<file path="src/ssc_pkg.sv">
`default_nettype none
package ssc_pkg;
  // ------------------------------------------------------------
  // register byte addresses
  // ------------------------------------------------------------
  localparam logic [7:0] ADR_TX_HOLDING = 8'h00;
  localparam logic [7:0] ADR_RX_HOLDING = 8'h04;
  localparam logic [7:0] ADR_BAUD_DIV = 8'h08;
  localparam logic [7:0] ADR_SERIAL_MODE = 8'h0C;
  localparam logic [7:0] ADR_CTRL_A = 8'h10;
  localparam logic [7:0] ADR_CTRL_B = 8'h14;

  // ------------------------------------------------------------
  // field positions
  // ------------------------------------------------------------
  localparam int MODE_LSB = 0;
  localparam int MODE_MSB = 2;
  localparam int SCLK_ORIGIN_BIT = 3;
  localparam int SRC_LSB = 0;
  localparam int SRC_MSB = 1;
  localparam int SHIFTER_VACANT_BIT = 3;
  localparam int OPENDRAIN_BIT = 5;
  localparam int EDGE_SEL_BIT = 6;
  localparam int BIT_ORDER_BIT = 7;
  localparam int TX_ALLOW_BIT = 0;
  localparam int TX_VACANT_BIT = 1;
  localparam int RX_ALLOW_BIT = 2;
  localparam int RX_DONE_BIT = 3;
  localparam int IRQ_POINT_BIT = 4;
  localparam int RX_CHAIN_BIT = 5;
  localparam int OVERRUN_BIT = 12;

  // ------------------------------------------------------------
  // values
  // ------------------------------------------------------------
  localparam logic [2:0] MODE_SYNC = 3'h1;
  localparam logic [7:0] BYTE_ZERO = 8'h00;
  localparam logic [31:0] WORD_ZERO = 32'h0000_0000;
  localparam logic [2:0] LAST_BIT = 3'h7;
  localparam logic [2:0] OVERRUN_BIT_IDX = 3'h6;
  localparam logic [1:0] SRC_DIV1 = 2'h0;
  localparam logic [1:0] SRC_DIV8 = 2'h1;
  localparam logic [2:0] PRE8_LAST = 3'h7;
  localparam logic [4:0] PRE32_LAST = 5'h1F;

  typedef enum logic [0:0] {ST_IDLE, ST_SHIFT} state_t;
endpackage : ssc_pkg
`default_nettype wire

</file>
<file path="src/ssc_rate_gen.sv">
`default_nettype none
module ssc_rate_gen
  import ssc_pkg::*;
(
  // clock and reset
  input wire logic i_core_clk,
  input wire logic i_rst,
  // control
  input wire logic i_run,
  input wire logic [1:0] i_src_sel,
  input wire logic [7:0] i_div,
  // half period tick
  output logic o_tick
);
  logic [4:0] pre_cnt;
  logic [7:0] div_cnt;
  logic pre_tick;

  // ------------------------------------------------------------
  // prescaler: f1, f8 or f32
  // ------------------------------------------------------------
  always_comb begin
    case (i_src_sel)
      SRC_DIV1: pre_tick = 1'b1;
      SRC_DIV8: pre_tick = (pre_cnt[2:0] == PRE8_LAST);
      default: pre_tick = (pre_cnt == PRE32_LAST);
    endcase
  end

  always_ff @(posedge i_core_clk or posedge i_rst) begin
    if (i_rst) begin
      pre_cnt <= 5'h00;
    end else if (!i_run) begin
      pre_cnt <= 5'h00;
    end else begin
      pre_cnt <= pre_cnt + 5'h01;
    end
  end

  // ------------------------------------------------------------
  // n+1 divider, tick every half period
  // ------------------------------------------------------------
  always_ff @(posedge i_core_clk or posedge i_rst) begin
    if (i_rst) begin
      div_cnt <= 8'h00;
    end else if (!i_run) begin
      div_cnt <= 8'h00;
    end else if (pre_tick) begin
      div_cnt <= (div_cnt == i_div) ? 8'h00 : div_cnt + 8'h01;
    end
  end

  assign o_tick = i_run && pre_tick && (div_cnt == i_div);
endmodule : ssc_rate_gen
`default_nettype wire

</file>
<file path="src/ssc_channel.sv">
// Added by the designer: the address map and the Wishbone interface to the registers.
`default_nettype none
module ssc_channel
  import ssc_pkg::*;
(
  // clock and reset
  input wire logic I_CORE_CLK,
  input wire logic I_RST,
  // wishbone slave
  input wire logic I_WB_CYC,
  input wire logic I_WB_STB,
  input wire logic I_WB_WE,
  input wire logic [7:0] I_WB_ADR,
  input wire logic [3:0] I_WB_SEL,
  input wire logic [31:0] I_WB_DAT,
  output logic [31:0] O_WB_DAT,
  output logic O_WB_ACK,
  // serial link
  input wire logic I_SCLK_PIN,
  output logic O_SCLK_PIN,
  output logic O_SCLK_PIN_OE,
  output logic O_SERIAL_OUT_PIN,
  output logic O_SERIAL_OUT_PIN_OE,
  input wire logic I_SERIAL_IN_PIN,
  // interrupt requests
  output logic O_TX_IRQ,
  output logic O_RX_IRQ
);
  // ------------------------------------------------------------
  // registers and state
  // ------------------------------------------------------------
  logic [7:0] tx_holding_reg;
  logic [7:0] rx_data;
  logic [7:0] baud_divider_reg;
  logic [7:0] serial_mode_reg;
  logic [7:0] ctrl_a;
  logic [7:0] ctrl_b;
  logic tx_holding_vacant;
  logic rx_done_flag;
  logic rx_overrun_flag;
  logic chain_go;
  state_t state;
  logic [7:0] tx_shift;
  logic [7:0] rx_shift;
  logic [2:0] bit_cnt;
  logic rx_active;
  logic sclk_int;
  logic txd_bit;
  logic sclk_s1, sclk_s2, sclk_s3;
  logic sin_s1, sin_s2;
  logic wb_req, wb_wr, wb_rd, tick;
  logic mode_on, sclk_origin_sel, tx_allow, rx_allow, tx_irq_point_sel, rx_chain_mode;
  logic txd_opendrain_sel, sclk_edge_sel, bit_order_sel, idle_lvl;
  logic start, drive_evt, samp_evt, done;
  logic [31:0] next_rdata;

  function automatic logic [7:0] shift8(input logic [7:0] v, input logic din, input logic msb);
    shift8 = msb ? {v[6:0], din} : {din, v[7:1]};
  endfunction : shift8

  // ------------------------------------------------------------
  // field decode
  // ------------------------------------------------------------
  assign mode_on = (serial_mode_reg[MODE_MSB:MODE_LSB] == MODE_SYNC);
  assign sclk_origin_sel = serial_mode_reg[SCLK_ORIGIN_BIT];
  assign txd_opendrain_sel = ctrl_a[OPENDRAIN_BIT];
  assign sclk_edge_sel = ctrl_a[EDGE_SEL_BIT];
  assign bit_order_sel = ctrl_a[BIT_ORDER_BIT];
  assign tx_allow = ctrl_b[TX_ALLOW_BIT];
  assign rx_allow = ctrl_b[RX_ALLOW_BIT];
  assign tx_irq_point_sel = ctrl_b[IRQ_POINT_BIT];
  assign rx_chain_mode = ctrl_b[RX_CHAIN_BIT];
  assign idle_lvl = !sclk_edge_sel;

  // ------------------------------------------------------------
  // wishbone slave
  // ------------------------------------------------------------
  assign wb_req = I_WB_CYC && I_WB_STB && !O_WB_ACK;
  assign wb_wr = wb_req && I_WB_WE && I_WB_SEL[0];
  assign wb_rd = wb_req && !I_WB_WE;

  always_ff @(posedge I_CORE_CLK or posedge I_RST) begin
    if (I_RST) begin
      O_WB_ACK <= 1'b0;
    end else begin
      O_WB_ACK <= wb_req;
    end
  end

  always_comb begin
    next_rdata = WORD_ZERO;
    case (I_WB_ADR)
      ADR_RX_HOLDING: begin
        next_rdata[7:0] = rx_data;
        next_rdata[OVERRUN_BIT] = rx_overrun_flag;
      end
      ADR_BAUD_DIV: next_rdata[7:0] = baud_divider_reg;
      ADR_SERIAL_MODE: next_rdata[7:0] = serial_mode_reg;
      ADR_CTRL_A: begin
        next_rdata[7:0] = ctrl_a;
        next_rdata[SHIFTER_VACANT_BIT] = (state == ST_IDLE);
      end
      ADR_CTRL_B: begin
        next_rdata[7:0] = ctrl_b;
        next_rdata[TX_VACANT_BIT] = tx_holding_vacant;
        next_rdata[RX_DONE_BIT] = rx_done_flag;
      end
      default: next_rdata = WORD_ZERO;
    endcase
  end

  always_ff @(posedge I_CORE_CLK or posedge I_RST) begin
    if (I_RST) begin
      O_WB_DAT <= WORD_ZERO;
    end else if (wb_rd) begin
      O_WB_DAT <= next_rdata;
    end
  end

  always_ff @(posedge I_CORE_CLK or posedge I_RST) begin
    if (I_RST) begin
      baud_divider_reg <= BYTE_ZERO;
      serial_mode_reg <= BYTE_ZERO;
      ctrl_a <= BYTE_ZERO;
      ctrl_b <= BYTE_ZERO;
    end else if (wb_wr) begin
      case (I_WB_ADR)
        ADR_BAUD_DIV: baud_divider_reg <= I_WB_DAT[7:0];
        ADR_SERIAL_MODE: serial_mode_reg <= I_WB_DAT[7:0];
        ADR_CTRL_A: ctrl_a <= I_WB_DAT[7:0] & ~(8'h01 << SHIFTER_VACANT_BIT);
        ADR_CTRL_B: ctrl_b <= I_WB_DAT[7:0] & ~((8'h01 << TX_VACANT_BIT) | (8'h01 << RX_DONE_BIT));
        default: ;
      endcase
    end
  end

  // ------------------------------------------------------------
  // transmit holding buffer
  // ------------------------------------------------------------
  always_ff @(posedge I_CORE_CLK or posedge I_RST) begin
    if (I_RST) begin
      tx_holding_reg <= BYTE_ZERO;
    end else if (wb_wr && I_WB_ADR == ADR_TX_HOLDING) begin
      tx_holding_reg <= I_WB_DAT[7:0];
    end
  end

  always_ff @(posedge I_CORE_CLK or posedge I_RST) begin
    if (I_RST) begin
      tx_holding_vacant <= 1'b1;
    end else if (wb_wr && I_WB_ADR == ADR_TX_HOLDING) begin
      tx_holding_vacant <= 1'b0;
    end else if (start) begin
      tx_holding_vacant <= 1'b1;
    end
  end

  // chain mode: a read of received data arms the next reception
  always_ff @(posedge I_CORE_CLK or posedge I_RST) begin
    if (I_RST) begin
      chain_go <= 1'b0;
    end else if (wb_rd && I_WB_ADR == ADR_RX_HOLDING && rx_chain_mode) begin
      chain_go <= 1'b1;
    end else if (start || !rx_chain_mode) begin
      chain_go <= 1'b0;
    end
  end

  // ------------------------------------------------------------
  // pin synchronisers
  // ------------------------------------------------------------
  always_ff @(posedge I_CORE_CLK or posedge I_RST) begin
    if (I_RST) begin
      sclk_s1 <= 1'b1;
      sclk_s2 <= 1'b1;
      sclk_s3 <= 1'b1;
      sin_s1 <= 1'b1;
      sin_s2 <= 1'b1;
    end else begin
      sclk_s1 <= I_SCLK_PIN;
      sclk_s2 <= sclk_s1;
      sclk_s3 <= sclk_s2;
      sin_s1 <= I_SERIAL_IN_PIN;
      sin_s2 <= sin_s1;
    end
  end

  // ------------------------------------------------------------
  // shift clock: internal divider or pin
  // ------------------------------------------------------------
  ssc_rate_gen u_rate (
    .i_core_clk(I_CORE_CLK),
    .i_rst(I_RST),
    .i_run(state == ST_SHIFT && !sclk_origin_sel),
    .i_src_sel(ctrl_a[SRC_MSB:SRC_LSB]),
    .i_div(baud_divider_reg),
    .o_tick(tick)
  );

  always_ff @(posedge I_CORE_CLK or posedge I_RST) begin
    if (I_RST) begin
      sclk_int <= 1'b1;
    end else if (state == ST_SHIFT && tick) begin
      sclk_int <= !sclk_int;
    end else if (state == ST_IDLE) begin
      sclk_int <= idle_lvl;
    end
  end

  always_comb begin
    if (sclk_origin_sel) begin
      drive_evt = (sclk_s3 == idle_lvl) && (sclk_s2 != idle_lvl);
      samp_evt = (sclk_s3 != idle_lvl) && (sclk_s2 == idle_lvl);
    end else begin
      drive_evt = tick && (sclk_int == idle_lvl);
      samp_evt = tick && (sclk_int != idle_lvl);
    end
    drive_evt = drive_evt && state == ST_SHIFT;
    samp_evt = samp_evt && state == ST_SHIFT;
  end

  assign start = state == ST_IDLE && mode_on && tx_allow && (!tx_holding_vacant || chain_go);
  assign done = samp_evt && bit_cnt == LAST_BIT;

  assign O_SCLK_PIN = sclk_int;
  assign O_SCLK_PIN_OE = mode_on && !sclk_origin_sel;

  // ------------------------------------------------------------
  // frame sequencer
  // ------------------------------------------------------------
  always_ff @(posedge I_CORE_CLK or posedge I_RST) begin
    if (I_RST) begin
      state <= ST_IDLE;
    end else begin
      case (state)
        ST_IDLE: if (start) state <= ST_SHIFT;
        ST_SHIFT: if (done || !mode_on) state <= ST_IDLE;
        default: state <= ST_IDLE;
      endcase
    end
  end

  always_ff @(posedge I_CORE_CLK or posedge I_RST) begin
    if (I_RST) begin
      rx_active <= 1'b0;
    end else if (start) begin
      rx_active <= rx_allow;
    end
  end

  always_ff @(posedge I_CORE_CLK or posedge I_RST) begin
    if (I_RST) begin
      bit_cnt <= 3'h0;
    end else if (start) begin
      bit_cnt <= 3'h0;
    end else if (samp_evt) begin
      bit_cnt <= bit_cnt + 3'h1;
    end
  end

  // holding contents go out even when only receiving
  always_ff @(posedge I_CORE_CLK or posedge I_RST) begin
    if (I_RST) begin
      tx_shift <= BYTE_ZERO;
      txd_bit <= 1'b1;
    end else if (start) begin
      tx_shift <= tx_holding_reg;
      txd_bit <= 1'b1;
    end else if (drive_evt) begin
      txd_bit <= bit_order_sel ? tx_shift[7] : tx_shift[0];
      tx_shift <= shift8(tx_shift, 1'b0, bit_order_sel);
    end else if (state == ST_IDLE) begin
      txd_bit <= 1'b1;
    end
  end

  always_ff @(posedge I_CORE_CLK or posedge I_RST) begin
    if (I_RST) begin
      rx_shift <= BYTE_ZERO;
    end else if (samp_evt) begin
      rx_shift <= shift8(rx_shift, sin_s2, bit_order_sel);
    end
  end

  assign O_SERIAL_OUT_PIN = txd_bit;
  assign O_SERIAL_OUT_PIN_OE = !(txd_opendrain_sel && txd_bit);

  // ------------------------------------------------------------
  // receive holding and flags
  // ------------------------------------------------------------
  always_ff @(posedge I_CORE_CLK or posedge I_RST) begin
    if (I_RST) begin
      rx_data <= BYTE_ZERO;
    end else if (done && rx_active) begin
      rx_data <= shift8(rx_shift, sin_s2, bit_order_sel);
    end
  end

  always_ff @(posedge I_CORE_CLK or posedge I_RST) begin
    if (I_RST) begin
      rx_done_flag <= 1'b0;
    end else if (done && rx_active) begin
      rx_done_flag <= 1'b1;
    end else if (wb_rd && I_WB_ADR == ADR_RX_HOLDING) begin
      rx_done_flag <= 1'b0;
    end
  end

  always_ff @(posedge I_CORE_CLK or posedge I_RST) begin
    if (I_RST) begin
      rx_overrun_flag <= 1'b0;
    end else if (samp_evt && rx_active && bit_cnt == OVERRUN_BIT_IDX && rx_done_flag) begin
      rx_overrun_flag <= 1'b1;
    end else if (!rx_allow || !mode_on) begin
      rx_overrun_flag <= 1'b0;
    end
  end

  // ------------------------------------------------------------
  // interrupt request pulses
  // ------------------------------------------------------------
  always_ff @(posedge I_CORE_CLK or posedge I_RST) begin
    if (I_RST) begin
      O_TX_IRQ <= 1'b0;
      O_RX_IRQ <= 1'b0;
    end else begin
      O_TX_IRQ <= tx_irq_point_sel ? done : start;
      O_RX_IRQ <= done && rx_active && !rx_overrun_flag;
    end
  end
endmodule : ssc_channel
`default_nettype wire

</file>
<file path="config.mk">
export PLATFORM = sky130hd
export DESIGN_NAME = ssc_channel
export DESIGN_NICKNAME = d
export VERILOG_FILES = /design/src/ssc_pkg.sv /design/src/ssc_rate_gen.sv /design/src/ssc_channel.sv
export SDC_FILE = /design/constraint.sdc
export NUM_CORES = 1
export LEC_CHECK = 0
export ABC_AREA = 0
export BUFFER_PORTS_ARGS = -buffer_cell sky130_fd_sc_hd__buf_2
export CAP_MARGIN = 20
export CELL_PAD_IN_SITES_DETAIL_PLACEMENT = 1
export CELL_PAD_IN_SITES_GLOBAL_PLACEMENT = 2
export CORE_MARGIN = 1
export CORE_UTILIZATION = 25
export CTS_BUF_LIST = sky130_fd_sc_hd__clkbuf_16
export DETAILED_ROUTE_END_ITERATION = 8
export HOLD_SLACK_MARGIN = 0.08
export PLACE_DENSITY = 0.67
export REMOVE_ABC_BUFFERS = 1
export SKIP_CTS_REPAIR_TIMING = 1
export SLEW_MARGIN = 25
export SYNTH_ARGS = -nofsm -noshare
export SYNTH_HDL_FRONTEND = slang
export SYNTH_SLANG_ARGS = --single-unit
</file>
<file path="constraint.sdc">
create_clock -name I_CORE_CLK -period 4.1 [get_ports I_CORE_CLK]
set_input_delay 0.82 -clock I_CORE_CLK [delete_from_list [all_inputs] [get_ports I_CORE_CLK]]
set_output_delay 0.82 -clock I_CORE_CLK [all_outputs]
set_load 0.05 [all_outputs]
</file>
[After elaboration in Yosys (flattened, before gate mapping)]
Cells that the tools add are included.
Storage, ports and cells
  register bits: 102
Operators by class
  add/sub/neg operators: 3
  eq/ne operators: 21
  muxes and demuxes: 33
  bitwise operators: 1
  reduce and logical (&&, ||, !) cells: 56
Operator list (number)
  2-to-1 mux 8 bit: 7
  case mux 8 bit (5 select lines): 1
  logical AND 1 bit: 29
  2-to-1 mux 1 bit: 20
  == test 8 x 4 -> 1 bit (second input constant): 2
  == test 8 x 5 -> 1 bit (second input constant): 2
  nonzero test 2 bit: 6
  logical NOT 1 bit: 11
  == test 3 bit (second input constant): 3
  adder 8 x 1 -> 8 bit (second input constant): 1
  == test 8 x 3 -> 1 bit (second input constant): 1
  == test 8 bit: 1
  logical NOT 8 bit: 1
  AND reduction 2 bit: 4
  2-to-1 mux 3 bit: 2
  adder 5 x 1 -> 5 bit (second input constant): 1
  == test 5 bit (second input constant): 1
  2-to-1 mux 5 bit: 1
  logical OR 1 bit: 4
  case mux 1 bit (2 select lines): 2
  adder 3 x 1 -> 3 bit (second input constant): 1
  == test 1 bit: 3
  == test 3 x 1 -> 1 bit (second input constant): 1
  != test 1 bit: 3
  6 further kinds: 6

[Logic depth before layout (Yosys ltp)]
  depth in word-level cells: 11
  gate-level depth with buffers: 9

[By module]
From an unflattened synthesis, not the netlist that was laid out.
Unflattened totals
  cell total of the unflattened synthesis: 432
  area total of the unflattened synthesis: 5143.7 sq um
Modules (own cells, without submodules)
  ssc_channel: times used 1, cells each 357, area an instance 4365.4 sq um
  ssc_rate_gen: times used 1, cells each 75, area an instance 778.2 sq um

[Least setup slack after synthesis]
Ideal clock, no wire load.
  kind: flip-flop to output port
  start: register serial_mode_reg[1]
  end: output port O_SCLK_PIN_OE
  arrival time: 1.652 ns
  data required time: 3.280 ns
  slack: 1.628 ns
  cell stages (with the launch flop): 3
  path through: dfrtp_1 > nor3b_1 > nor2b_1
Between the ends
  cells in the longest elaborated chain, start to end: 2
Ends and longest elaborated chain
  start: declaration: line ssc_channel.sv:35  | logic [7:0] serial_mode_reg;
  start signal: assignment: line ssc_channel.sv:129  | ADR_SERIAL_MODE: serial_mode_reg <= I_WB_DAT[7:0];
  == test 3 x 1 -> 1 bit: line ssc_channel.sv:64  | assign mode_on = (serial_mode_reg[MODE_MSB:MODE_LSB] == MODE_SYNC);
  logical AND 1 bit: line ssc_channel.sv:226  | assign O_SCLK_PIN_OE = mode_on && !sclk_origin_sel;
  end: declaration: line ssc_channel.sv:21  | output logic O_SCLK_PIN_OE,
Every way passes these cells.

[Worst setup path in the final report]
  start: register u_rate.pre_cnt[0]
  end: register u_rate.div_cnt[5]
Between the ends
  cells in the longest elaborated chain, start to end: 3
Ends and longest elaborated chain
  start: declaration: line ssc_rate_gen.sv:15  | logic [4:0] pre_cnt;
  start signal: assignment: line ssc_rate_gen.sv:36  | pre_cnt <= pre_cnt + 5'h01;
  == test 5 bit or == test 3 bit (tied branches): line ssc_rate_gen.sv:26, ssc_rate_gen.sv:25
  case mux 1 bit (2 select lines) *: line ssc_rate_gen.sv:23  | case (i_src_sel)
  != test 2 bit (no line) *
  end signal: assignment: line ssc_rate_gen.sv:49  | div_cnt <= (div_cnt == i_div) ? 8'h00 : div_cnt + 8'h01;
  end: declaration: line ssc_rate_gen.sv:16  | logic [7:0] div_cnt;
Every way passes the cells marked *; elsewhere a longest branch is shown, timed or not.
A chain may end at the register's enable or synchronous reset.

==> metrics.txt <==
count of state elements after synthesis=about 100; Tot GR Track Use=about an eighth; setup tns final=0 ns; drt wl/cell=around 17 µm; total CTS buffers=9; I/O Buffers=39; RSZ-0062 raised after global routing=no; Final Cycle Share=between 60% and 70%; final RePlAce weighted congestion=approximately 0.73; via count=3290; post-DP HPWL=approximately 9.3 mm; Syn. warnings=0; number of global-route vias before repair=3588; Mapped Cells=424; largest net degree at the start of global routing=~70; I/O pin total=90; run status=finished clean; Slew Viols, Final=0; CTS tree=done; # H-tree levels=3; Worst Tran Pin Value=approximately 0.94 ns; worst skew pair latency=0.35 ns; layout cells sized above 1=between 30% and 40%; Critical Path RT=around 4.4 ns; clk buf depth=2; PwrDens=about 350 mW/mm²; drt initial violations=around 150; Largest Register=O_WB_DAT; core area=a little under 0.02 mm²; Worst setup SP type=register; drt first pass iters=4; Seq/Total Area, Yosys=50.6%; FFs w/ async S/R, synth=between 90% and 100%; DIE HEIGHT=~140 µm; skew final=~0.01 ns; clk root buf=clkbuf_16; CTS Sinks=~100; Die Wd=approximately 140 µm; Routed WL=roughly 12 mm; Final Hold Vio Count=0; min cycle time layout=2.70 ns; Area growth syn-to-layout=13.6%; nets@finish=520; main flop type after synthesis=dfrtp_1; row count=51; setup violators final=0; fin util=29.3%; Initial Utilization=between 20% and 30%; Peak VDD IR=198 µV; critical-path maximum fanout=13; Max Fclk=roughly 370 MHz; GR Overflow Total=0; Reg clk slew, reported paths=around 0.070 ns; Worst Hold Class=reg2reg; Setup crit end kind=register; distinct cell type count of the synthesized netlist=55; first-pass GRT wire length=~20 mm; Via density=4.49; number of diodes=0; Largest register FFs=9; DRT antenna net count=0; die area=between 0.02 and 0.025 mm²; Max-cap violations=0; CP arrival=around 3.0 ns; Setup Crit Path Kind=reg2reg; P_leak=between 2 and 3 nW; Post-Syn Area per Cell=about 12 µm²; Post-synth EDFFs=0; initial antenna violation count=0; # DRC=0; Max transition margin=between 30% and 40%; total chip power=between 0.0015 and 0.002 W; Cell Area, Synth=0.00507 mm²
-- layout make-up --
type	instances	area, µm²
fill	2241	13900
sequential	102	2560
multi-input combinational	299	2320
tap	265	332
clock buffer	9	225
timing repair buffer	43	225
clock inverter	7	63.8
inverter	7	28.8
-- cell usage after synthesis, types with 2 or more instances --
master     n  area (µm²)
o22ai_1    7        43.8
xor2_1    11        96.3
ha_1       7        87.6
mux2i_1   21         210
nor2b_1    6        37.5
mux2_2    63         709
o211a_1    2        20.0
inv_1      7        26.3
and3_1     6        37.5
a22oi_1    8        60.1
a221oi_1   2        17.5
and3b_1    2        17.5
nand2_2    3        18.8
nand3_1    6        30.0
a22o_1     2        17.5
a21oi_1    9        45.0
nor3b_1    2        15.0
dfstp_2    8         210
nand3_2    2        20.0
a221o_1    6        60.1
buf_2      6        30.0
o21ai_0   15        75.1
a211oi_1   2        15.0
nor2_1    14        52.6
a21o_1     2        15.0
nand4b_1   2        17.5
a31oi_1    4        25.0
buf_1      4        15.0
nand2b_1   9        56.3
nand2_1   29         109
and4_1     2        17.5
clkbuf_1   4        15.0
dfrtp_1   94        2350
mux2_1     4        45.0
buf_4     23         173
nor4_2     2        25.0
and2_1    10        62.6
-- path summary, 6_finish.rpt --
kind	from	endpoint	slack, ns	cells past startpoint
max	u_rate.pre_cnt[0]	u_rate.div_cnt[5]	1.40	8
min	sin_s1	sin_s2	0.36	0
min in group asynchronous	I_RST	bit_cnt[1]	0.65	2
max in group asynchronous	I_RST	O_SCLK_PIN	2.63	3
max reg2reg	u_rate.pre_cnt[0]	u_rate.div_cnt[5]	1.40	8
min reg2reg	sin_s1	sin_s2	0.36	0
-- kinds of logic (layout without fill, tap and decap cells) --
| family | after synthesis | count (layout) | share of synthesized area, % |
|---|---|---|---|
| buf+inv | 45 | 66 | 5.33 |
| simple gates | 102 | 102 | 11.7 |
| flops | 102 | 102 | 50.6 |
| other cells | 1 | 23 | 0.0740 |
| mux | 88 | 88 | 19.0 |
| fa+ha+maj | 7 | 7 | 1.73 |
| xor+xnor | 11 | 11 | 1.90 |
| compound gates | 68 | 68 | 9.66 |
-- worst max-delay path, cell delays in order (launching register included) --
cell	delay, ns
dfrtp_1	0.38
ha_1	0.18
and3_1	0.17
ha_1	0.15
nor2b_1	0.06
nor3_1	0.40
a21boi_1	0.83
a41oi_1	0.22
a31oi_1	0.22
-- power by group --
| part | switching (W) | leakage (nW) | internal [W] |
|---|---|---|---|
| Sequential | 0.00000505 | 1.40 | 0.00101 |
| Combinational | 0.0000997 | 1.30 | 0.0000233 |
| Clock | 0.000379 | 0.141 | 0.000469 |
-- stage by stage --
| step | cell area, µm² | hold WS, ns | setup slack, ns | instances |
|---|---|---|---|---|
| after global placement | 5460 | 0.347 | 1.18 | 716 |
| after global routing | 5750 | 0.360 | 1.14 | 732 |
| final | 5750 | 0.358 | 1.40 | 732 |
| after detailed placement | 5460 | 0.349 | 1.17 | 716 |
| after CTS | 5750 | 0.359 | 1.37 | 732 |
| after floorplan | 4900 | 0.345 | 0.618 | 408 |
-- placed cells by master, fill, tap and decap left out, types with 3 or more instances in the layout --
cell	synthesis	final
a221o_1	6	6
buf_2	6	39
nand2_2	3	3
o21ai_0	15	15
dfstp_2	8	8
mux2_2	63	63
nand2_1	29	29
mux2_1	4	4
clkbuf_16	0	9
dfrtp_1	94	94
and3_1	6	6
a22oi_1	8	8
a21oi_1	9	9
nand3_1	6	6
nor2b_1	6	6
buf_4	23	4
nand2b_1	9	9
ha_1	7	7
o22ai_1	7	7
and2_1	10	10
xor2_1	11	11
a31oi_1	4	4
inv_1	7	6
conb_1	1	23
mux2i_1	21	21
nor2_1	14	14
-- layer usage --
| layer | vias up | track usage, % | part of all wire, % |
|---|---|---|---|
| met5 | - | 0 | 0 |
| met2 | 53 | 21.8 | 49 |
| met4 | 0 | 4.60 | 1.7 |
| li1 | 1557 | - | - |
| met3 | 16 | 2.85 | 3.2 |
| met1 | 1664 | 16.7 | 46 |
(Power assumes the default switching activity.)
